`config.mk`:
```
export PLATFORM = sky130hd
export DESIGN_NAME = rtf_flag_gate
export DESIGN_NICKNAME = d
export VERILOG_FILES = /design/src/include/rtf_pkg.sv /design/src/include/rtf_uid_if.sv /design/src/hdl/rtf_field_sync.sv /design/src/hdl/rtf_uid_match.sv /design/src/hdl/rtf_flag_gate.sv
export VERILOG_INCLUDE_DIRS = /design/src /design/src/include
export SDC_FILE = /design/constraint.sdc
export NUM_CORES = 1
export LEC_CHECK = 0
export CORE_UTILIZATION = 40
export CTS_CLUSTER_SIZE = 28
export DETAILED_ROUTE_END_ITERATION = 8
export DONT_BUFFER_PORTS = 1
export HOLD_SLACK_MARGIN = 0.03
export PLACE_DENSITY = 0.63
export RECOVER_POWER = 50
export SETUP_SLACK_MARGIN = 0.2
export SLEW_MARGIN = 20
export SYNTH_ARGS = -nofsm -noshare
export SYNTH_HDL_FRONTEND = slang
export SYNTH_HIERARCHICAL = 1
export SYNTH_SLANG_ARGS = --single-unit
```
`constraint.sdc`:
```
create_clock -name core_clk -period 5.2 [get_ports core_clk]
set_clock_uncertainty 0.2 [all_clocks]
set_input_delay 0.26 -clock core_clk [delete_from_list [all_inputs] [get_ports core_clk]]
set_output_delay 0.26 -clock core_clk [all_outputs]
set_load 0.01 [all_outputs]
```
`src/include/rtf_map.svh`:
```
`ifndef RTF_MAP_SVH
`define RTF_MAP_SVH

// ==========================================
// Request flag bit positions
`define RTF_FLG_SUBCAR   0
`define RTF_FLG_RATE     1
`define RTF_FLG_ENUM     2
`define RTF_FLG_EXT      3
`define RTF_FLG_B5       4
`define RTF_FLG_B6       5
`define RTF_FLG_OPT      6

// ==========================================
// Frame layout, byte positions after SOF
`define RTF_POS_CMD      4'h1
`define RTF_POS_UID0     4'h2
`define RTF_POS_UIDN     4'h9
`define RTF_POS_MAX      4'hF

// ==========================================
// Answer codes and reset values
`define RTF_ERR_OPTION   8'h03
`define RTF_BYTE_RST     8'h00

// ==========================================
// Timing
`define RTF_CLK_MHZ        10
`define RTF_FIELD_LOSS_US  1000

`endif

```
`src/include/rtf_pkg.sv`:
```
package rtf_pkg;

    // ==========================================
    // Tag states, one-hot
    typedef enum logic [3:0] {
        TAG_OFF   = 4'h1,
        TAG_READY = 4'h2,
        TAG_QUIET = 4'h4,
        TAG_SEL   = 4'h8
    } rtf_tag_state_type;

    // ==========================================
    // Request parser states, one-hot
    typedef enum logic [2:0] {
        PS_IDLE  = 3'h1,
        PS_FLAGS = 3'h2,
        PS_BODY  = 3'h4
    } rtf_parse_type;

endpackage

```
`src/include/rtf_uid_if.sv`:
```
`timescale 1ns/1ps

interface rtf_uid_if;
    logic       clear;
    logic       strobe;
    logic [2:0] index;
    logic [7:0] data;
    logic       match;

    modport requester (output clear, output strobe, output index, output data, input match);
    modport comparer  (input clear, input strobe, input index, input data, output match);
endinterface

```
`src/hdl/rtf_field_sync.sv`:
```
`timescale 1ns/1ps

module rtf_field_sync (
    // Clock and reset
    input  wire logic core_clk,
    input  wire logic srst,
    // Pin and result
    input  wire logic pin_in,
    output logic      level_out
);

    logic s1_reg, s2_reg, s3_reg, level_reg;
    logic level_next;

    // ==========================================
    // Level changes only once stages two and three agree
    always_comb begin
        level_next = level_reg;
        if (s2_reg == s3_reg) begin
            level_next = s3_reg;
        end
    end

    always_ff @(posedge core_clk) begin
        if (srst) begin
            s1_reg    <= 1'b0;
            s2_reg    <= 1'b0;
            s3_reg    <= 1'b0;
            level_reg <= 1'b0;
        end else begin
            s1_reg    <= pin_in;
            s2_reg    <= s1_reg;
            s3_reg    <= s2_reg;
            level_reg <= level_next;
        end
    end

    assign level_out = level_reg;

endmodule

```
`src/hdl/rtf_uid_match.sv`:
```
`timescale 1ns/1ps

module rtf_uid_match (
    // Clock and reset
    input  wire logic        core_clk,
    input  wire logic        srst,
    // Own identity
    input  wire logic [63:0] own_id,
    // Byte stream
    rtf_uid_if.comparer      uid
);

    logic match_reg, match_next;

    // ==========================================
    // Byte-wise compare, LSByte first
    always_comb begin
        match_next = match_reg;
        if (uid.clear) begin
            match_next = 1'b1;
        end else if (uid.strobe) begin
            match_next = match_reg & (uid.data == own_id[{uid.index, 3'h0} +: 8]);
        end
    end

    always_ff @(posedge core_clk) begin
        if (srst) begin
            match_reg <= 1'b0;
        end else begin
            match_reg <= match_next;
        end
    end

    assign uid.match = match_reg;

endmodule

```
`src/hdl/rtf_flag_gate.sv`:
```
`timescale 1ns/1ps
`include "rtf_map.svh"

// Functional notes
// - Ready tag answers requests with select bit clear, ignores select-bit requests unless the address bit is also set.
// - Quiet tag answers all except select requests and enumeration requests with bit 6 set.
// - Selected tag answers select, matching addressed and non-addressed requests.
// - Select and address bits both set yields error reply code 03h.
// - Address bit set: compare 64-bit identity, act only on match.
// - Address bit clear: no identity field, every eligible tag executes.
// - Select bit set: only a selected tag executes; others stay silent unless the address bit is also set.
// - Field absent for the field loss interval forces power-off state.
// - Eight flag bits; bit 3 picks meaning of bits 5 to 8.
// - Flag bit 1 chooses one or two reply subcarriers.
// - Flag bit 2 chooses low or high reply data rate.
// - Flag bit 4 selects extended or standard protocol format.
// - Reader sets extension for block commands; system info reply follows it.
// - Non-enumeration bit 5 is select: clear follows address bit.
// - Non-enumeration bit 6 is address: identity field follows when set.
// - Enumeration bit 5 marks an application family byte present.
// - Enumeration bit 6: zero means sixteen slots, one means single slot.
// - Bad checksum discards the frame with no reply at all.
module rtf_flag_gate #(
    parameter int unsigned FIELD_LOSS_INTERVAL_US = `RTF_FIELD_LOSS_US
) (
    // Clock and reset
    input  wire logic        core_clk,
    input  wire logic        srst,
    // RF field presence pin
    input  wire logic        rf_field_present,
    // Received frame from the decoder
    input  wire logic        rx_sof,
    input  wire logic        rx_byte_valid,
    input  wire logic [7:0]  rx_byte,
    input  wire logic        rx_eof,
    input  wire logic        rx_crc_ok,
    // Own identity
    input  wire logic [63:0] tag_serial_identity,
    // State moves from the command executor
    input  wire logic        cmd_to_ready,
    input  wire logic        cmd_to_quiet,
    input  wire logic        cmd_to_selected,
    // Decision
    output logic             req_execute,
    output logic             req_error,
    output logic [7:0]       req_error_code,
    output logic [7:0]       req_cmd_code,
    output logic             req_uid_matched,
    // Reply and request options
    output logic             reply_two_subcarriers,
    output logic             reply_high_rate,
    output logic             ext_format,
    output logic             inventory_req,
    output logic             family_filter_bit,
    output logic             slot_count_bit,
    output logic             option_bit,
    // Tag state
    output logic [3:0]       tag_state
);

    // ==========================================
    // Constants
    localparam int unsigned LOSS_CYC  = FIELD_LOSS_INTERVAL_US * `RTF_CLK_MHZ;
    localparam logic [19:0] LOSS_LAST = 20'(LOSS_CYC - 1);

    // ==========================================
    // Field presence and field loss timer
    logic        field_ok;
    logic [19:0] loss_cnt_reg, loss_cnt_next;
    logic        field_lost;

    rtf_field_sync u_sync (
        .core_clk  (core_clk),
        .srst      (srst),
        .pin_in    (rf_field_present),
        .level_out (field_ok)
    );

    assign field_lost = !field_ok && (loss_cnt_reg == LOSS_LAST);

    always_comb begin
        loss_cnt_next = loss_cnt_reg;
        if (field_ok) begin
            loss_cnt_next = 20'h00000;
        end else if (!field_lost) begin
            loss_cnt_next = loss_cnt_reg + 20'h00001;
        end
    end

    always_ff @(posedge core_clk) begin
        if (srst) begin
            loss_cnt_reg <= 20'h00000;
        end else begin
            loss_cnt_reg <= loss_cnt_next;
        end
    end

    // ==========================================
    // Request parser
    rtf_pkg::rtf_tag_state_type state_reg, state_next;
    rtf_pkg::rtf_parse_type     ps_reg, ps_next;
    logic [7:0] flags_reg, flags_next;
    logic [7:0] cmd_reg, cmd_next;
    logic [3:0] cnt_reg, cnt_next;
    logic       f_enum, f_sel, f_addr, f_both;

    rtf_uid_if uid_if ();

    rtf_uid_match u_match (
        .core_clk (core_clk),
        .srst     (srst),
        .own_id   (tag_serial_identity),
        .uid      (uid_if)
    );

    // Bit 8 never looked at
    assign f_enum = flags_reg[`RTF_FLG_ENUM];
    assign f_sel  = !f_enum && flags_reg[`RTF_FLG_B5];
    assign f_addr = !f_enum && flags_reg[`RTF_FLG_B6];
    assign f_both = f_sel && f_addr;

    always_comb begin
        ps_next    = ps_reg;
        flags_next = flags_reg;
        cmd_next   = cmd_reg;
        cnt_next   = cnt_reg;
        if (state_reg == rtf_pkg::TAG_OFF) begin
            ps_next = rtf_pkg::PS_IDLE;
        end else if (rx_sof) begin
            ps_next  = rtf_pkg::PS_FLAGS;
            cnt_next = 4'h0;
        end else begin
            case (ps_reg)
                rtf_pkg::PS_IDLE: begin
                    ps_next = rtf_pkg::PS_IDLE;
                end
                rtf_pkg::PS_FLAGS: begin
                    if (rx_eof) begin
                        ps_next = rtf_pkg::PS_IDLE;
                    end else if (rx_byte_valid) begin
                        flags_next = rx_byte;
                        cnt_next   = `RTF_POS_CMD;
                        ps_next    = rtf_pkg::PS_BODY;
                    end
                end
                rtf_pkg::PS_BODY: begin
                    if (rx_eof) begin
                        ps_next = rtf_pkg::PS_IDLE;
                    end else if (rx_byte_valid) begin
                        if (cnt_reg == `RTF_POS_CMD) begin
                            cmd_next = rx_byte;
                        end
                        if (cnt_reg != `RTF_POS_MAX) begin
                            cnt_next = cnt_reg + 4'h1;
                        end
                    end
                end
                default: begin
                    ps_next = rtf_pkg::PS_IDLE;
                end
            endcase
        end
    end

    always_ff @(posedge core_clk) begin
        if (srst) begin
            ps_reg    <= rtf_pkg::PS_IDLE;
            flags_reg <= `RTF_BYTE_RST;
            cmd_reg   <= `RTF_BYTE_RST;
            cnt_reg   <= 4'h0;
        end else begin
            ps_reg    <= ps_next;
            flags_reg <= flags_next;
            cmd_reg   <= cmd_next;
            cnt_reg   <= cnt_next;
        end
    end

    // Identity bytes follow the command only in addressed mode
    assign uid_if.clear  = rx_sof;
    assign uid_if.strobe = (ps_reg == rtf_pkg::PS_BODY) && rx_byte_valid && !rx_eof && f_addr
                           && (cnt_reg >= `RTF_POS_UID0) && (cnt_reg <= `RTF_POS_UIDN);
    assign uid_if.index  = 3'(cnt_reg - `RTF_POS_UID0);
    assign uid_if.data   = rx_byte;

    // ==========================================
    // Eligibility at end of frame
    logic frame_end, uid_full, uid_ok, state_ok, eligible, err_hit;

    assign frame_end = rx_eof && (ps_reg == rtf_pkg::PS_BODY) && (cnt_reg > `RTF_POS_CMD);
    assign uid_full  = cnt_reg > `RTF_POS_UIDN;
    assign uid_ok    = !f_addr || (uid_if.match && uid_full);

    always_comb begin
        state_ok = 1'b0;
        case (state_reg)
            rtf_pkg::TAG_READY: state_ok = !f_sel;
            rtf_pkg::TAG_QUIET: state_ok = !f_sel
                                           && !(f_enum && flags_reg[`RTF_FLG_B6]);
            rtf_pkg::TAG_SEL:   state_ok = 1'b1;
            default:            state_ok = 1'b0;
        endcase
    end

    // Checksum failure drops both answer and error
    assign eligible = frame_end && rx_crc_ok && state_ok && uid_ok && !f_both;
    assign err_hit  = frame_end && rx_crc_ok && f_both;

    // ==========================================
    // Decision outputs
    logic       exec_reg, exec_next;
    logic       err_reg, err_next;
    logic [7:0] code_reg, code_next;
    logic [7:0] ocmd_reg, ocmd_next;
    logic       umatch_reg, umatch_next;
    logic [6:0] opt_reg, opt_next;

    always_comb begin
        exec_next   = eligible;
        err_next    = err_hit;
        code_next   = code_reg;
        ocmd_next   = ocmd_reg;
        umatch_next = umatch_reg;
        opt_next    = opt_reg;
        if (err_hit) begin
            code_next = `RTF_ERR_OPTION;
        end
        if (eligible || err_hit) begin
            ocmd_next   = cmd_reg;
            umatch_next = f_addr && uid_ok;
            opt_next    = {flags_reg[`RTF_FLG_OPT],
                           f_enum && flags_reg[`RTF_FLG_B6],
                           f_enum && flags_reg[`RTF_FLG_B5],
                           f_enum,
                           flags_reg[`RTF_FLG_EXT],
                           flags_reg[`RTF_FLG_RATE],
                           flags_reg[`RTF_FLG_SUBCAR]};
        end
    end

    always_ff @(posedge core_clk) begin
        if (srst) begin
            exec_reg   <= 1'b0;
            err_reg    <= 1'b0;
            code_reg   <= `RTF_BYTE_RST;
            ocmd_reg   <= `RTF_BYTE_RST;
            umatch_reg <= 1'b0;
            opt_reg    <= 7'h00;
        end else begin
            exec_reg   <= exec_next;
            err_reg    <= err_next;
            code_reg   <= code_next;
            ocmd_reg   <= ocmd_next;
            umatch_reg <= umatch_next;
            opt_reg    <= opt_next;
        end
    end

    // ==========================================
    // Tag state; executor moves count only after a granted request
    logic grant_reg, grant_next;

    always_comb begin
        grant_next = grant_reg;
        if (field_lost || rx_sof) begin
            grant_next = 1'b0;
        end else if (eligible) begin
            grant_next = 1'b1;
        end
    end

    always_comb begin
        state_next = state_reg;
        if (field_lost) begin
            state_next = rtf_pkg::TAG_OFF;
        end else begin
            case (state_reg)
                rtf_pkg::TAG_OFF: begin
                    if (field_ok) begin
                        state_next = rtf_pkg::TAG_READY;
                    end
                end
                rtf_pkg::TAG_READY, rtf_pkg::TAG_QUIET, rtf_pkg::TAG_SEL: begin
                    if (grant_reg) begin
                        if (cmd_to_selected) begin
                            state_next = rtf_pkg::TAG_SEL;
                        end else if (cmd_to_quiet) begin
                            state_next = rtf_pkg::TAG_QUIET;
                        end else if (cmd_to_ready) begin
                            state_next = rtf_pkg::TAG_READY;
                        end
                    end
                end
                default: begin
                    state_next = rtf_pkg::TAG_OFF;
                end
            endcase
        end
    end

    always_ff @(posedge core_clk) begin
        if (srst) begin
            state_reg <= rtf_pkg::TAG_OFF;
            grant_reg <= 1'b0;
        end else begin
            state_reg <= state_next;
            grant_reg <= grant_next;
        end
    end

    // ==========================================
    // Outputs
    assign req_execute           = exec_reg;
    assign req_error             = err_reg;
    assign req_error_code        = code_reg;
    assign req_cmd_code          = ocmd_reg;
    assign req_uid_matched       = umatch_reg;
    assign reply_two_subcarriers = opt_reg[0];
    assign reply_high_rate       = opt_reg[1];
    assign ext_format            = opt_reg[2];
    assign inventory_req         = opt_reg[3];
    assign family_filter_bit     = opt_reg[4];
    assign slot_count_bit        = opt_reg[5];
    assign option_bit            = opt_reg[6];
    assign tag_state             = state_reg;
endmodule

```
==> reports/qor.csv <==
metric,value,unit
fillers,897,
synthCells,430,
endpoint_kind,flip-flop,
grt_pass1_vias,3022,
drtAntennaViolNets,0,
status,"finished, violations left",
worst_setup_path_start_kind,flip-flop,
numCtsBuffers,9,
slowest_stage,or4_4,
clk_path_buf_depth,2,
initial_utilization,41.2,%
grt_pass1_wl,14.3,mm
nNetsFinal,531,
viasPerCell,5.43,
drt_pre_antenna_iters,4,
setup_viol,0,
ys_seq_area_share,37.4,%
core,0.00924,mm²
rows,35,
tightest_slew,2050,ps
crit_path_max_incr_delay,740,ps
min_period,3690,ps
ff2ff_path_depth,7,
largest_register_ffs,20,
grt_overflow_total,0,
min_path_cells,4,
die_x,99.5,µm
via_count,3133,
cp.required,5290,ps
final_cell_mix,"71 x dfxtp_1, 57 x nor2_1, 32 x o21ai_0",
track_usage,18.2,%
violations,"capacitance limit, slew limit",
worstSkewPairLatency,340,ps
finalHoldViolations,0,
min_period_over_period,70.9,%
die-area,0.00991,mm²
wirelength,8.76,mm
root_buffer,clkbuf_8,
synth_area_leaders,"dfxtp_1 37%, mux2i_1 7.9%, nor2_1 5.6%",
synth_top_area_share,37.4,%
power,1140,µW
cp_max_fo,20,
htree_levels,3,
hpwlAfterDp,6.12,mm
cts_tree,done,
async_reset_ff_share,0,%
critical_path_class,flip-flop to flip-flop,
io_buffers,0,
globalplace.congestion,0.817,
drt_iter0_markers,196,
hold_path.class,primary input to flip-flop,
drcViolationCount,0,
cp_cell_sequence,inv_1 > ha_1 > o21ai_0 > nand4_1 > or4_4 > a211oi_2 > dlygate4sd3_1,
yosys.cell_types.count,59,
area_growth,12.4,%
drv_slew,46,
die_y,99.5,µm
synth-edff-count,0,
avgSynthCellArea,8.85,µm²
wire_per_inst,15.2,µm
worstSetupPathDepth,7,
synth_top_area_cell,dfxtp_1,
path_buf_inv,2,
clkSlewWorstSetupHoldPaths,70,ps
clock.fmax,0.271,GHz
rsz0062_at_grt,no,
antenna_found_initial,0,
syn_area,0.00380,mm²
power.density_cell_area,266,mW/mm²
diodes,0,
grt_max_degree,46,
tns,0,ps
drive_gt1_share,8.71,%
ys_warn_count,6,
cp.arrival,3770,ps
clock_sinks,71,
synth_ff_type,dfxtp_1,
io_pins,112,
ys_ff_latch,71,
layout_commonest_cell,dfxtp_1,
power.leakage,0.00162,µW
peakVddDrop,202,µV
max-slew-margin-rel,-36.3,%
maxCapViolCount,1,
critPathTopFamily,simple AND/OR/NAND/NOR gates,
==> cell type report <==
class | count | area (µm²) | area share [%]
Tap cell | 129 | 161 | 3.78
Timing Repair Buffer | 24 | 231 | 5.41
Inverter | 8 | 30.0 | 0.702
Multi-Input combinational cell | 329 | 2210 | 51.6
Clock buffer | 13 | 159 | 3.72
Clock inverter | 3 | 65.1 | 1.52
Sequential cell | 71 | 1420 | 33.2
==> kinds of logic (layout without fill, tap and decap cells) <==
group	count (synthesis)	in the layout	synth area share, %
multiplexers	44	44	14.6
buffers and inverters	35	48	4.87
flip-flops	71	71	37.4
XOR/XNOR	21	21	4.83
adder cells (fa/ha/maj)	6	6	1.97
AO/OA/AOI/OAI	90	90	14.7
AND/OR/NAND/NOR	162	162	21.5
other	1	6	0.0986
==> power by group <==
part / internal (µW) / total, µW / switching [µW]
Combinational: 40.3 / 84.6 / 44.3
Clock: 296 / 495 / 199
Sequential: 549 / 555 / 6.49
Total: 885 / 1140 / 250
==> timing repair <==
item | CTS | global route
gates resized for setup | 0 | 0
hold buffers | 23 | 0
setup buffers | 0 | 0
endpoints found under the hold margin | 51 | 0
==> routing by layer <==
metal,vias up,routed length (µm),GRT usage [%]
li1,1574,-,-
met1,1458,3980,22.3
met2,97,4110,29.8
met3,4,616,7.03
met4,0,48,5.20
met5,-,0,0
==> synthesized netlist by cell type, drive strengths merged, types with 2 or more instances <==
| cell type | count |
|---|---|
| or2 | 5 |
| a21oi | 28 |
| a21o | 3 |
| o21a | 3 |
| nand4 | 13 |
| mux2i | 30 |
| or3 | 5 |
| o21ai | 33 |
| nand2b | 5 |
| inv | 8 |
| nand3b | 2 |
| and3 | 5 |
| nor2b | 5 |
| a31oi | 3 |
| ha | 6 |
| nand3 | 23 |
| a22o | 2 |
| nor4 | 3 |
| or4 | 3 |
| a211oi | 4 |
| mux2 | 6 |
| clkbuf | 12 |
| xor2 | 17 |
| nor2 | 58 |
| nand2 | 17 |
| and4 | 2 |
| xnor2 | 4 |
| buf | 15 |
| a32oi | 2 |
| mux4 | 8 |
| nor3 | 13 |
| o22ai | 3 |
| o31ai | 2 |
| dfxtp | 71 |
==> final timing paths <==
kind	end	slack [ps]	start
setup / recovery	grant_reg	1510	cnt_reg[1]
hold / removal	u_match/uid.match	50	rx_byte[3]
setup reg to reg	grant_reg	1510	cnt_reg[1]
hold reg to reg	u_sync/s2_reg	260	u_sync/s1_reg
==> worst register-to-register path, stage by stage, from the launching register on <==
cell and delay, ps:
dfxtp_1 410, inv_1 320, ha_1 340, o21ai_0 210
nand4_1 630, or4_4 740, a211oi_2 210, dlygate4sd3_1 560
==> through the flow <==
step	instances	hold slack [ps]	util, %	setup WS (ps)	instance area (µm²)
final	577	51.5	46.3	1510	4280
after global routing	577	74.9	46.3	1180	4280
after CTS	577	36.3	46.6	1500	4300
after detailed placement	538	131	41.5	2040	3840
after global placement	538	127	41.5	2190	3840
after floorplan	435	129	-	2490	3820
(Power assumes the default switching activity.)
